==> src/hw/sdc_pkg.sv <==
package sdc_pkg;
    // Format modes selected by the two format pins
    localparam logic [1:0] MODE_DAC16  = 2'h0;
    localparam logic [1:0] MODE_DAC18  = 2'h1;
    localparam logic [1:0] MODE_DSP    = 2'h2;
    localparam logic [1:0] MODE_I2S    = 2'h3;
    // Word geometry
    localparam int         WORD_BITS   = 18;
    localparam int         SHORT_BITS  = 16;
    localparam int         CNT_W       = 6;
    // Master and filter clock to word rate ratios
    localparam int         RATIO_LO    = 256;
    localparam int         RATIO_HI    = 384;
    localparam int         FILT_RATIO  = 128;
    // Frame counts
    localparam int         CAL_FRAMES  = 1024;
    localparam int         PIPE_FRAMES = 33;
    localparam int         MUTE_FRAMES = 4096;
    localparam int         FRM_W       = 13;
    // Bus
    localparam logic [1:0] HTRANS_NSEQ = 2'h2;
    localparam logic [7:0] ADDR_STATUS = 8'h00;
    localparam logic [7:0] ADDR_LEFT   = 8'h04;
    localparam logic [7:0] ADDR_RIGHT  = 8'h08;
endpackage

==> src/hw/sdc_top.sv <==
// The AHB-Lite slave port and the register offsets were chosen for this implementation.
`timescale 1ns/100ps
`default_nettype none
// What this block does
// - Master clock is 256x or 384x word rate
// - Filter clock output runs at 128x word rate
// - Frame clock kick-start starts filter clock
// - Two format pins pick modes 0 to 3
// - Modes 0,1 right-justified 16 and 18 bit
// - Mode 3 I2S, mode 2 DSP style
// - Modes 2,3 carry 18 bits or 16+00
// - Words are MSB first, two's complement
// - Short 16-clock words work in modes 0,2,3
// - Sample rising edge, falling in mode 2
// - Reset clears datapath, resyncs to frame clock
// - Calibration flag high from reset to done
// - Calibration lasts 1024 word periods
// - Outputs forced to zero while calibrating
// - Hold reset at power-up; release calibrates
// - Calibration-mute input mutes immediately
// - Zeros reach output after 33 frames; 4096 deep-mutes
// - Non-zero data releases deep mute at once
// - Format pins read as mode 0 until synchronised after reset
// - Calibration-mute low unmutes output stage
module sdc_top (
    input  wire logic        hclk,
    input  wire logic        hresetn,
    input  wire logic        clk_ratio_sel,
    input  wire logic        fmt_sel_lo,
    input  wire logic        fmt_sel_hi,
    input  wire logic        factory_test_pin,
    input  wire logic        serial_bit_clk,
    input  wire logic        channel_frame_clk,
    input  wire logic        serial_sample_in,
    input  wire logic        cal_mute_in,
    input  wire logic        comparator_in,
    input  wire logic        hsel,
    input  wire logic [31:0] haddr,
    input  wire logic [1:0]  htrans,
    input  wire logic        hwrite,
    input  wire logic [2:0]  hsize,
    input  wire logic [31:0] hwdata,
    input  wire logic        hready,
    output logic      [31:0] hrdata,
    output logic             hreadyout,
    output logic             hresp,
    output logic             filter_clk_out,
    output logic             cal_active_out,
    output logic             comparator_out,
    output logic             out_zero,
    output logic             out_soft_mute,
    output logic             out_deep_mute,
    output logic      [17:0] sample_left,
    output logic      [17:0] sample_right,
    output logic             sample_valid
);
    localparam int W = sdc_pkg::WORD_BITS;

    ////////////////////////////////////////////////////////////////////////
    // Pin synchronisers
    logic [1:0] s_bck, s_lrk, s_dat, s_cmute, s_cmp, s_f0, s_f1, s_cks;
    logic [1:0] next_s_bck, next_s_lrk, next_s_dat, next_s_cmute;
    logic [1:0] next_s_cmp, next_s_f0, next_s_f1, next_s_cks;
    logic       bck_d, lrk_d;
    logic       next_bck_d, next_lrk_d;
    logic [2:0] warm, next_warm;

    always_comb begin
        next_s_bck   = {s_bck[0], serial_bit_clk};
        next_s_lrk   = {s_lrk[0], channel_frame_clk};
        next_s_dat   = {s_dat[0], serial_sample_in};
        next_s_cmute = {s_cmute[0], cal_mute_in};
        next_s_cmp   = {s_cmp[0], comparator_in};
        next_s_f0    = {s_f0[0], fmt_sel_lo};
        next_s_f1    = {s_f1[0], fmt_sel_hi};
        next_s_cks   = {s_cks[0], clk_ratio_sel};
        next_bck_d   = s_bck[1];
        next_lrk_d   = s_lrk[1];
        next_warm    = {warm[1:0], 1'b1};
    end

    always_ff @(posedge hclk or negedge hresetn) begin
        if (!hresetn) begin
            s_bck   <= 2'h0;
            s_lrk   <= 2'h0;
            s_dat   <= 2'h0;
            s_cmute <= 2'h0;
            s_cmp   <= 2'h0;
            s_f0    <= 2'h0;
            s_f1    <= 2'h0;
            s_cks   <= 2'h0;
            bck_d   <= 1'b0;
            lrk_d   <= 1'b0;
            warm    <= 3'h0;
        end else begin
            s_bck   <= next_s_bck;
            s_lrk   <= next_s_lrk;
            s_dat   <= next_s_dat;
            s_cmute <= next_s_cmute;
            s_cmp   <= next_s_cmp;
            s_f0    <= next_s_f0;
            s_f1    <= next_s_f1;
            s_cks   <= next_s_cks;
            bck_d   <= next_bck_d;
            lrk_d   <= next_lrk_d;
            warm    <= next_warm;
        end
    end

    logic [1:0] mode;
    logic       bck_rise, bck_fall, take, frame_edge, lr_level;
    assign mode       = {s_f1[1], s_f0[1]};
    // No edges until the synchronisers hold real pin levels after reset
    assign bck_rise   = warm[2] & s_bck[1] & ~bck_d;
    assign bck_fall   = warm[2] & ~s_bck[1] & bck_d;
    assign take       = (mode == sdc_pkg::MODE_DSP) ? bck_fall
                                                    : bck_rise;
    assign frame_edge = warm[2] & (s_lrk[1] ^ lrk_d);
    // Left channel while frame clock high, inverted for I2S
    assign lr_level   = (mode == sdc_pkg::MODE_I2S) ? ~s_lrk[1]
                                                    : s_lrk[1];

    ////////////////////////////////////////////////////////////////////////
    // Filter clock divider
    logic [1:0] div_cnt;
    logic [1:0] next_div_cnt;
    logic       next_filt;
    logic       filt_run;
    logic       next_filt_run;

    always_comb begin
        next_filt_run = filt_run | frame_edge;
        next_div_cnt  = div_cnt;
        next_filt     = filter_clk_out;
        if (filt_run) begin
            // 256x: toggle every cycle; 384x: toggle every 1.5 -> 2 of 3
            if (s_cks[1]) begin
                next_div_cnt = (div_cnt == 2'h2) ? 2'h0 : div_cnt + 2'h1;
                next_filt    = (div_cnt == 2'h0) | (div_cnt == 2'h2 &
                               ~filter_clk_out) ? ~filter_clk_out
                                                : filter_clk_out;
            end else begin
                next_div_cnt = 2'h0;
                next_filt    = ~filter_clk_out;
            end
        end
    end

    always_ff @(posedge hclk or negedge hresetn) begin
        if (!hresetn) begin
            div_cnt        <= 2'h0;
            filter_clk_out <= 1'b0;
            filt_run       <= 1'b0;
        end else begin
            div_cnt        <= next_div_cnt;
            filter_clk_out <= next_filt;
            filt_run       <= next_filt_run;
        end
    end

    ////////////////////////////////////////////////////////////////////////
    // Serial receiver
    logic [W-1:0]                 shreg, next_shreg;
    logic [sdc_pkg::CNT_W-1:0]    bcnt, next_bcnt;
    logic                         cur_lr, next_cur_lr;
    logic [W-1:0]                 word, left_w, right_w;
    logic [W-1:0]                 next_left, next_right;
    logic                         next_valid, word_done;
    logic                         synced, next_synced;

    // Right-justified modes use the last bits; others the first
    always_comb begin
        word = shreg;
        if (mode == sdc_pkg::MODE_DAC16)
            word = {shreg[sdc_pkg::SHORT_BITS-1:0], 2'h0};
        else if (mode != sdc_pkg::MODE_DAC18 &&
                 bcnt == sdc_pkg::CNT_W'(sdc_pkg::SHORT_BITS))
            word = {shreg[sdc_pkg::SHORT_BITS-1:0], 2'h0};
    end

    always_comb begin
        next_shreg  = shreg;
        next_bcnt   = bcnt;
        next_cur_lr = cur_lr;
        next_left   = sample_left;
        next_right  = sample_right;
        next_valid  = 1'b0;
        next_synced = synced;
        word_done   = 1'b0;
        if (take) begin
            if (lr_level != cur_lr) begin
                // Channel boundary: close out previous word
                word_done   = synced;
                next_synced = 1'b1;
                next_cur_lr = lr_level;
                next_bcnt   = sdc_pkg::CNT_W'(1);
                next_shreg  = {{(W-1){1'b0}}, s_dat[1]};
            end else begin
                if (bcnt < sdc_pkg::CNT_W'(W) ||
                    mode == sdc_pkg::MODE_DAC16 ||
                    mode == sdc_pkg::MODE_DAC18)
                    next_shreg = {shreg[W-2:0], s_dat[1]};
                if (bcnt != {sdc_pkg::CNT_W{1'b1}})
                    next_bcnt = bcnt + sdc_pkg::CNT_W'(1);
            end
            if (word_done) begin
                if (cur_lr)
                    next_left = word;
                else begin
                    next_right = word;
                    next_valid = 1'b1;
                end
            end
        end
    end

    always_ff @(posedge hclk or negedge hresetn) begin
        if (!hresetn) begin
            shreg        <= '0;
            bcnt         <= '0;
            cur_lr       <= 1'b0;
            synced       <= 1'b0;
            sample_left  <= '0;
            sample_right <= '0;
            sample_valid <= 1'b0;
        end else begin
            shreg        <= next_shreg;
            bcnt         <= next_bcnt;
            cur_lr       <= next_cur_lr;
            synced       <= next_synced;
            sample_left  <= next_left;
            sample_right <= next_right;
            sample_valid <= next_valid;
        end
    end
    assign left_w  = sample_left;
    assign right_w = sample_right;

    ////////////////////////////////////////////////////////////////////////
    // Calibration, zero detection, mutes
    logic [sdc_pkg::FRM_W-1:0] cal_cnt, next_cal_cnt;
    logic [sdc_pkg::FRM_W-1:0] zero_cnt, next_zero_cnt;
    logic                      next_cal, next_zero, next_deep, next_soft;
    logic                      next_cmp, frame_tick;
    logic                      zero_frame;

    assign frame_tick = sample_valid;
    assign zero_frame = (left_w == '0) && (right_w == '0);

    always_comb begin
        next_cal_cnt  = cal_cnt;
        next_cal      = cal_active_out;
        next_zero_cnt = zero_cnt;
        next_deep     = out_deep_mute;
        next_zero     = out_zero;
        next_cmp      = s_cmp[1];
        // Reset raised the flag; count frames from release
        if (cal_active_out && frame_tick) begin
            if (cal_cnt == sdc_pkg::FRM_W'(sdc_pkg::CAL_FRAMES - 1))
                next_cal = 1'b0;
            next_cal_cnt = cal_cnt + sdc_pkg::FRM_W'(1);
        end
        if (frame_tick) begin
            if (!zero_frame) begin
                next_zero_cnt = '0;
                next_deep     = 1'b0;
            end else if (zero_cnt !=
                         sdc_pkg::FRM_W'(sdc_pkg::MUTE_FRAMES)) begin
                next_zero_cnt = zero_cnt + sdc_pkg::FRM_W'(1);
                if (zero_cnt ==
                    sdc_pkg::FRM_W'(sdc_pkg::MUTE_FRAMES - 1))
                    next_deep = 1'b1;
            end
            // Output silent once zeros have filled the pipeline
            next_zero = zero_cnt >=
                        sdc_pkg::FRM_W'(sdc_pkg::PIPE_FRAMES - 1);
        end
        next_soft = s_cmute[1];
        if (next_cal)
            next_zero = 1'b1;
    end

    always_ff @(posedge hclk or negedge hresetn) begin
        if (!hresetn) begin
            cal_cnt        <= '0;
            cal_active_out <= 1'b1;
            zero_cnt       <= '0;
            out_deep_mute  <= 1'b0;
            out_zero       <= 1'b1;
            out_soft_mute  <= 1'b0;
            comparator_out <= 1'b0;
        end else begin
            cal_cnt        <= next_cal_cnt;
            cal_active_out <= next_cal;
            zero_cnt       <= next_zero_cnt;
            out_deep_mute  <= next_deep;
            out_zero       <= next_zero;
            out_soft_mute  <= next_soft;
            comparator_out <= next_cmp;
        end
    end

    ////////////////////////////////////////////////////////////////////////
    // AHB-Lite status slave (read-only, zero wait)
    logic        next_ph_rd;
    logic [7:0]  next_ph_addr;
    logic [31:0] next_hrdata;

    always_comb begin
        next_ph_rd   = hsel & hready & (htrans == sdc_pkg::HTRANS_NSEQ)
                       & ~hwrite;
        next_ph_addr = haddr[7:0];
        next_hrdata  = 32'h0000_0000;
        if (next_ph_rd) begin
            unique case (next_ph_addr)
                sdc_pkg::ADDR_STATUS:
                    next_hrdata = {23'h0, factory_test_pin & 1'b0,
                                   mode, out_deep_mute, out_zero,
                                   out_soft_mute, filt_run,
                                   cal_active_out, synced};
                sdc_pkg::ADDR_LEFT:  next_hrdata = {14'h0, left_w};
                sdc_pkg::ADDR_RIGHT: next_hrdata = {14'h0, right_w};
                default:             next_hrdata = 32'h0000_0000;
            endcase
        end
    end

    always_ff @(posedge hclk or negedge hresetn) begin
        if (!hresetn) begin
            hrdata    <= 32'h0000_0000;
            hreadyout <= 1'b1;
            hresp     <= 1'b0;
        end else begin
            hrdata    <= next_hrdata;
            hreadyout <= 1'b1;
            hresp     <= 1'b0;
        end
    end

    ////////////////////////////////////////////////////////////////////////
    // Checks
    AST_CAL_HOLD: assert property (@(posedge hclk) disable iff (!hresetn)
        cal_active_out |-> out_zero)
        else $error("output not zero during calibration");
    AST_CAL_END: assert property (@(posedge hclk) disable iff (!hresetn)
        $fell(cal_active_out) |->
        $past(cal_cnt) == sdc_pkg::FRM_W'(sdc_pkg::CAL_FRAMES - 1))
        else $error("calibration ended at wrong count");
    AST_CAL_STAY: assert property (@(posedge hclk) disable iff (!hresetn)
        !cal_active_out |=> !cal_active_out)
        else $error("calibration restarted without reset");
    AST_SOFT: assert property (@(posedge hclk) disable iff (!hresetn)
        s_cmute[1] |=> out_soft_mute)
        else $error("soft mute late");
    AST_UNMUTE: assert property (@(posedge hclk) disable iff (!hresetn)
        !s_cmute[1] |=> !out_soft_mute)
        else $error("soft mute stuck");
    AST_DEEP: assert property (@(posedge hclk) disable iff (!hresetn)
        $rose(out_deep_mute) |->
        $past(zero_cnt) == sdc_pkg::FRM_W'(sdc_pkg::MUTE_FRAMES - 1))
        else $error("deep mute at wrong count");
    AST_DEEP_REL: assert property (@(posedge hclk) disable iff (!hresetn)
        frame_tick && !zero_frame |=> !out_deep_mute)
        else $error("deep mute not released");
    AST_EDGE: assert property (@(posedge hclk) disable iff (!hresetn)
        take |-> $past(serial_bit_clk, 2) == (mode != sdc_pkg::MODE_DSP) &&
        $past(serial_bit_clk, 3) == (mode == sdc_pkg::MODE_DSP))
        else $error("wrong sampling edge");
    AST_FILT: assert property (@(posedge hclk) disable iff (!hresetn)
        filt_run && !s_cks[1] && $past(filt_run) |=>
        filter_clk_out != $past(filter_clk_out))
        else $error("filter clock not toggling");
endmodule
`default_nettype wire

==> config.mk <==
export PLATFORM = sky130hd
export DESIGN_NAME = sdc_top
export DESIGN_NICKNAME = d
export VERILOG_FILES = /design/src/hw/sdc_pkg.sv /design/src/hw/sdc_top.sv
export SDC_FILE = /design/constraint.sdc
export NUM_CORES = 1
export LEC_CHECK = 0
export ABC_AREA = 0
export ABC_CLOCK_PERIOD_IN_PS = 3900
export BUFFER_PORTS_ARGS = -buffer_cell sky130_fd_sc_hd__buf_4
export CORE_MARGIN = 5
export CORE_UTILIZATION = 55
export CTS_BUF_LIST = sky130_fd_sc_hd__clkbuf_4 sky130_fd_sc_hd__clkbuf_8
export CTS_CLUSTER_SIZE = 30
export DETAILED_ROUTE_END_ITERATION = 6
export PLACE_DENSITY = 0.82
export SETUP_SLACK_MARGIN = 0.5
export SYNTH_ARGS = -nofsm -noshare
export SYNTH_HDL_FRONTEND = slang
export SYNTH_SLANG_ARGS = --single-unit
export TNS_END_PERCENT = 30
==> constraint.sdc <==
create_clock -name hclk -period 3.9 [get_ports hclk]
set_clock_uncertainty 0.1 [all_clocks]
set_input_delay 0.78 -clock hclk [delete_from_list [all_inputs] [get_ports hclk]]
set_output_delay 0.78 -clock hclk [all_outputs]
set_load 0.05 [all_outputs]
==> results of run 1 <==
## cell families (layout without fill, tap and decap cells)
group | count (synthesis) | count (layout) | synth area share (%)
compound gates | 123 | 123 | 13.55
xor+xnor | 17 | 17 | 2.836
fa+ha+maj | 5 | 5 | 1.058
buf+inv | 51 | 132 | 4.550
flops | 137 | 137 | 58.03
mux | 27 | 27 | 4.635
other cells | 2 | 17 | 0.1270
simple gates | 180 | 180 | 15.22
## layout make-up
type                       instances  area, um^2
fill                             790        3417
multi-input combinational        369        2275
tap                              136       170.2
timing repair buffer              88       676.9
clock buffer                      21       282.8
inverter                          12       45.04
clock inverter                    11       118.9
sequential                       137        3431
## routing by layer
metal	vias to the layer above	wire, um
li1	2062	-
met5	-	0
met2	182	6748
met1	2169	5309
met3	21	940
met4	0	274
## sequential cells by signal, indices dropped and copies added, names as in the netlist, 2 cells and up
name,count
shreg,18
sample_left,18
s_cmute,2
zero_cnt,13
warm,3
div_cnt,2
cal_cnt,13
s_bck,2
s_dat,2
s_lrk,2
sample_right,18
bcnt,6
s_f0,2
s_cmp,2
s_f1,2
hrdata,18
s_cks,2
## how the worst max path moves through the flow
| stage | slack, ns | endpoint | depth (start not counted) | from |
|---|---|---|---|---|
| after global routing | 1.32 | zero_cnt[7]$_DFFE_PN0P_ | 5 | sample_right[12]$_DFFE_PN0P_ |
| final | 1.49 | zero_cnt[7]$_DFFE_PN0P_ | 5 | sample_right[12]$_DFFE_PN0P_ |
| after floorplan | 1.76 | hrdata[12]$_DFF_PN0_ | 6 | haddr[5] |
| after detailed placement | 1.26 | hrdata[9]$_DFF_PN0_ | 6 | haddr[5] |
| after global placement | 1.34 | hrdata[0]$_DFF_PN0_ | 5 | haddr[5] |
| after CTS | 1.52 | zero_cnt[7]$_DFFE_PN0P_ | 5 | sample_right[12]$_DFFE_PN0P_ |
## cell usage after synthesis, types with 2 or more instances
cell type / number
inv_1: 12
dfrtp_1: 135
dfstp_2: 2
mux2_2: 2
nand3_1: 16
nor4_1: 11
and4_1: 3
nor3_1: 4
ha_1: 5
o21ai_0: 48
a22oi_1: 10
a21o_1: 7
or3_1: 3
nor2b_1: 5
xnor2_1: 12
and3_1: 11
nand2_1: 57
a22o_1: 19
a31oi_1: 3
buf_4: 16
buf_2: 8
o22ai_1: 3
conb_1: 2
nand4_1: 8
xor2_1: 4
nand2b_1: 2
o2bb2ai_1: 3
nor4b_1: 2
nor2_1: 43
mux2i_1: 24
clkbuf_1: 13
or2_2: 2
or4_1: 3
nand3b_1: 2
a21oi_1: 20
## critical path, cell delays in order, from the launching register on
cell	delay (ns)
dfrtp_1	0.43
or4_1	0.55
nor2_1	0.17
nand3_1	0.43
nor2_1	0.44
a22o_1	0.21
## stage by stage
stage / cell area [um^2] / cells / worst slack, ns / utilization (%) / hold slack [ns]
after global routing: 6999 / 774 / 1.325 / 67.20 / 0.2565
after detailed placement: 6598 / 742 / 1.262 / 63.34 / 0.2347
after floorplan: 5968 / 557 / 1.757 / - / 0.2312
after CTS: 6999 / 774 / 1.519 / 67.20 / 0.2469
final: 6999 / 774 / 1.492 / 67.20 / 0.2462
after global placement: 6598 / 742 / 1.343 / 63.34 / 0.2317
## power breakdown
part | total, W | internal (W) | switching (W)
Sequential | 0.00164 | 0.00152 | 0.000117
Clock | 0.00114 | 0.000623 | 0.000520
Combinational | 0.000619 | 0.000202 | 0.000417
==> flow_summary_export.csv, run 1 <==
group,metric,value,unit
drt,dr.pass1.iters,7,
worst_setup_path,worstPathMaxFanout,12,
clock_tree,cts-buffers-inserted,17,
pwr,power.density,485.6,nW/um^2
layout,layout_commonest_cell,"dfrtp_1",
synthesis,synth_edf_count,0,
global_routing,grt_remaining_overflow,0,
die,core_area,10420,um^2
pwr,peakVddDrop,0.0004101,V
synthesis,synth-seq-cells,137,
global_routing,grt.met3_usage,6.472,%
worst_setup_path,cp-start-kind,"register",
layout,area_delta_synth_final,18.39,%
global_routing,grt_pass1_wl,21.80,mm
die,ios,160,
clock_tree,cts_htree_levels,4,
worst_setup_path,crit_required,4.15,ns
die,die_h,113.7,um
worst_setup_path,r2r_slack,1.49,ns
die,start_util,56.76,%
sta,fin_crit,2.408,ns
die,rows,37,
sta,fin_crit_sh,61.74,%
clock_tree,insertion_delay,0.43,ns
drt,wire_per_inst,17.15,um
synthesis,yosysTopAreaCell,"dfrtp_1",
worst_hold_path,worst_hold_path.endpoint,"warm[1]$_DFF_PN0_",
sta,tightest_slew,0.8607,ns
pwr,p_total,0.003399,W
synthesis,synth_area,5912,um^2
sta,drv_slew,0,
synthesis,async_flop_share,100.0,%
sta,final.setup.tns,0,ns
layout,antenna_cells,0,
worst_setup_path,cp.arrival,2.66,ns
layout,layout_common_cells,"135 x dfrtp_1, 86 x buf_4, 57 x nand2_1",
placement,io_buffer_count,83,
global_routing,gr-usage-met1,27.05,%
drt,routed_wl,13.27,mm
global_routing,antenna_found_initial,0,
clock_tree,cts_sinks,137,
worst_hold_path,hp-class,"register to register",
worst_setup_path,ff2ff_path_depth,5,
placement,gp_congestion,0.9022,
sta,clock.fmax,415.3,MHz
pwr,p_leak,3.351,nW
clock_tree,cts_tree,"done",
flow_run,cap_viol_max_count,0,
layout,drive_gt1_share,21.16,%
sta,setup_viol,0,
worst_setup_path,r2r-end,"zero_cnt[7]$_DFFE_PN0P_",
synthesis,netlist.area_leader.share,57.14,%
clock_tree,clk_path_buf_depth,2,
synthesis,synth_cell_type_count,57,
global_routing,grt_start_max_net_pins,98,
synthesis,ys.flop_type,"dfrtp_1",
clock_tree,post-cts-setup-buffers,0,
worst_setup_path,r2r_start,"sample_right[12]$_DFFE_PN0P_",
global_routing,grt_pass1_vias,4353,
die,die_w,113.7,um
synthesis,synthCells,542,
global_routing,top_usage_layer,"met2",
placement,dpl.hpwl,9.462,mm
worst_setup_path,worst-setup-path-type,"register to register",
clock_tree,clk_transition_reported_paths,0.07,ns
clock_tree,postCtsResizedCells,0,
synthesis,avgSynthCellArea,10.91,um^2
drt,drc,0,
drt,drtIter0Drc,387,
clock_tree,cts_root_buf,"clkbuf_8",
die,dieArea,12920,um^2
global_routing,grt_usage,21.58,%
run_status,outcome,"complete, no violations",
drt,vias_per_cell,5.729,
worst_hold_path,hold_start,"warm[0]$_DFF_PN0_",
sta,max-slew-margin-rel,42.62,%
synthesis,synth.area.top_cells,"dfrtp_1 57%, mux2i_1 4.1%, o21ai_0 4.1%",
drt,ant_nets,0,
clock_tree,holdBufCountCts,0,
synthesis,yosysWarnings,0,
synthesis,ys_seq_area_share,58.03,%
worst_setup_path,end_kind,"register",
drt,vias,4434,
sta,hold_viol_final,0,
layout,fin_nets,713,
global_routing,use_met2,34.71,%
worst_hold_path,hold_depth,0,
sta,rsz0062_at_grt,"false",
Note: power is estimated with default switching activity, not from simulation.
==> inputs of run 2 (changes only) <==
Settings changed: ABC_AREA 0 to 1, ABC_CLOCK_PERIOD_IN_PS 3900 to 2490, PLACE_DENSITY 0.82 to 0.81.
Clock period 3.9 ns to 2.49 ns, I/O delays scaled along.
==> run 2 against run 1 <==
  * Sequential share of layout area decreased by 4.2 points
  * Highest routed layer unchanged
  * Sequential power increased by 51%
  * Critical path type unchanged
  * Clock-buffer cell count decreased by 4
  * Sequential cell count unchanged
  * Largest cell class unchanged
  * Power increased by 53%
==> flow_summary_export.csv, run 2 <==
group,metric,value,unit
drt,dr.pass1.iters,5,
global_routing,grt_pass1_vias,5163,
die,die_w,119.1,um
global_routing,grt_pass1_wl,24.68,mm
clock_tree,cts_htree_levels,4,
sta,max-slew-margin-rel,52.93,%
global_routing,antenna_found_initial,0,
run_status,outcome,"complete, no violations",
die,rows,39,
clock_tree,insertion_delay,0.44,ns
global_routing,grt_usage,21.59,%
global_routing,grt_remaining_overflow,0,
sta,fin_hold_ws,0.06624,ns
placement,placed_cells,985,
synthesis,netlist.area_leader.share,51.64,%
worst_setup_path,crit_buf_inv,2,
synthesis,yosysTopAreaCell,"dfrtp_1",
worst_setup_path,r2r-end,"shreg[7]$_DFFE_PN0P_",
pwr,p_leak,3.788,nW
die,start_util,56.81,%
sta,rsz0062_at_grt,"true",
worst_setup_path,worst-setup-path-type,"register to register",
drt,ant_nets,0,
die,dieArea,14180,um^2
layout,layout_common_cells,"164 x nand2_1, 135 x dfrtp_1, 95 x inv_1",
worst_hold_path,hp-class,"input port to register",
synthesis,synth.area.top_cells,"dfrtp_1 52%, nand2_1 9.5%, nand3_1 5.8%",
worst_hold_path,worst_hold_path.endpoint,"s_dat[0]$_DFF_PN0_",
placement,dpl.hpwl,10.32,mm
pwr,power.density,678.7,nW/um^2
clock_tree,cts_sinks,137,
sta,fin_crit,1.888,ns
layout,antenna_cells,0,
worst_setup_path,cp_top_family,"simple AND/OR/NAND/NOR gates",
layout,drive_gt1_share,20.23,%
sta,tightest_slew,0.7034,ns
synthesis,synthMostInstantiatedCell,"nand2_1",
global_routing,grt_start_max_net_pins,51,
die,core_area,11520,um^2
drt,vias_per_cell,5.225,
worst_setup_path,cp-start-kind,"register",
worst_setup_path,r2r_start,"s_f1[1]$_DFF_PN0_",
layout,layout_commonest_cell,"nand2_1",
sta,setup_viol,0,
sta,fin_ws,0.6020,ns
synthesis,synth_common_cells,"165 x nand2_1, 135 x dfrtp_1, 96 x inv_1",
clock_tree,clk_transition_reported_paths,0.08,ns
worst_setup_path,cp.arrival,2.11,ns
synthesis,ys.flop_type,"dfrtp_1",
clock_tree,cts_root_buf,"clkbuf_8",
drt,vias,5319,
worst_setup_path,cpMaxStageDelayCell,"dfrtp_1",
worst_setup_path,worstPathMaxFanout,20,
sta,drv_slew,0,
synthesis,ys_seq_area_share,52.44,%
synthesis,avgSynthCellArea,8.519,um^2
global_routing,top_usage_layer,"met2",
layout,final_util,66.41,%
synthesis,synth_cell_type_count,37,
sta,final.setup.tns,0,ns
synthesis,synthCells,768,
layout,area_delta_synth_final,16.89,%
synthesis,async_flop_share,100.0,%
clock_tree,clk_path_buf_depth,2,
die,die_h,119.1,um
sta,hold_viol_final,0,
synthesis,synth_edf_count,0,
synthesis,yosysWarnings,0,
drt,drc,0,
clock_tree,cts_tree,"done",
worst_hold_path,hold_depth,1,
synthesis,synth-seq-cells,137,
drt,routed_wl,14.53,mm
worst_setup_path,end_kind,"register",
worst_setup_path,path_cells,"inv_2 > o21bai_4 > nand3_2 > nand2_4 > clkinvlp_4 > nand3_1 > o21ai_2",
drt,drtIter0Drc,487,
worst_setup_path,crit_cells,7,
layout,fin_nets,950,
worst_setup_path,ff2ff_path_depth,7,
global_routing,grt.met3_usage,5.403,%
worst_setup_path,r2r_slack,0.60,ns
global_routing,gr-usage-met1,29.12,%
clock_tree,cts-buffers-inserted,17,
worst_setup_path,slowest_delay,0.49,ns
layout,stdcell_count,1018,
sta,clock.fmax,529.7,MHz
drt,wire_per_inst,14.27,um
global_routing,use_met2,33.80,%
layout,fillers,916,
die,ios,160,
worst_hold_path,hold_start,"serial_sample_in",
flow_run,cap_viol_max_count,0,
placement,gp_congestion,0.9088,
placement,io_buffer_count,83,
placement,place_worst_setup_slack,0.4648,ns
worst_setup_path,crit_required,2.71,ns
synthesis,synth_area,6543,um^2
sta,fin_crit_sh,75.82,%
pwr,peakVddDrop,0.0003388,V
==> run 2: timing repair <==
item,4_1_cts,5_1_grt
setup buffers,0,0
gates resized for setup,0,2
endpoints found under the setup margin,0,18
hold buffers,1,0
hold endpoints to repair,47,0
==> run 2: cells by family (layout without fill, tap and decap cells) <==
logic type               Yosys count  after routing  synth area share (%)
buffers and inverters            138            230                 9.830
XOR/XNOR                          18             18                 2.410
flip-flops                       137            137                 52.44
AND/OR/NAND/NOR                  374            374                 25.91
adder cells (fa/ha/maj)            5              5                0.9562
AO/OA/AOI/OAI                     94             94                 8.338
other                              2             17                0.1148
==> run 2: final cells by class <==
class	instances	area (um^2)	area share, %
Inverter	101	385.4	5.039
Sequential cell	137	3431	44.86
Clock inverter	15	143.9	1.882
Timing Repair Buffer	97	747.0	9.768
Multi-Input combinational cell	508	2527	33.05
Clock buffer	17	234.0	3.060
Tap cell	143	178.9	2.340
==> run 2: metal layers <==
metal / vias to the layer above / routed length, um
li1: 2592 / -
met1: 2522 / 6365
met2: 182 / 6831
met3: 23 / 1043
met4: 0 / 288
met5: - / 0
==> run 2: power breakdown <==
| group | internal [W] | switching (W) | leakage (nW) |
|---|---|---|---|
| combinational | 0.000284 | 0.000706 | 1.79 |
| clock | 0.000804 | 0.000916 | 0.168 |
| sequential | 0.00236 | 0.000124 | 1.83 |
| total | 0.00344 | 0.00175 | 3.79 |
==> run 2: worst max-delay path by stage <==
stage                      startpoint                      end  slack, ns
2_1_floorplan  sample_valid$_DFF_PN0_  cal_cnt[11]$_DFFE_PN0P_       0.69
3_3_place_gp                 haddr[7]      hrdata[7]$_DFF_PN0_       0.50
3_5_place_dp                 haddr[7]      hrdata[0]$_DFF_PN0_       0.46
4_1_cts             s_f1[1]$_DFF_PN0_     shreg[5]$_DFFE_PN0P_       0.57
5_1_grt             s_f1[1]$_DFF_PN0_    shreg[13]$_DFFE_PN0P_       0.48
6_report            s_f1[1]$_DFF_PN0_     shreg[7]$_DFFE_PN0P_       0.60
==> run 2: stage by stage <==
stage | area [um^2] | power (W)
floorplan | 6599 | 0.003212
global placement | 7253 | 0.003483
detailed placement | 7253 | 0.003505
CTS | 7641 | 0.005220
global route | 7647 | 0.005460
finish | 7647 | 0.005190
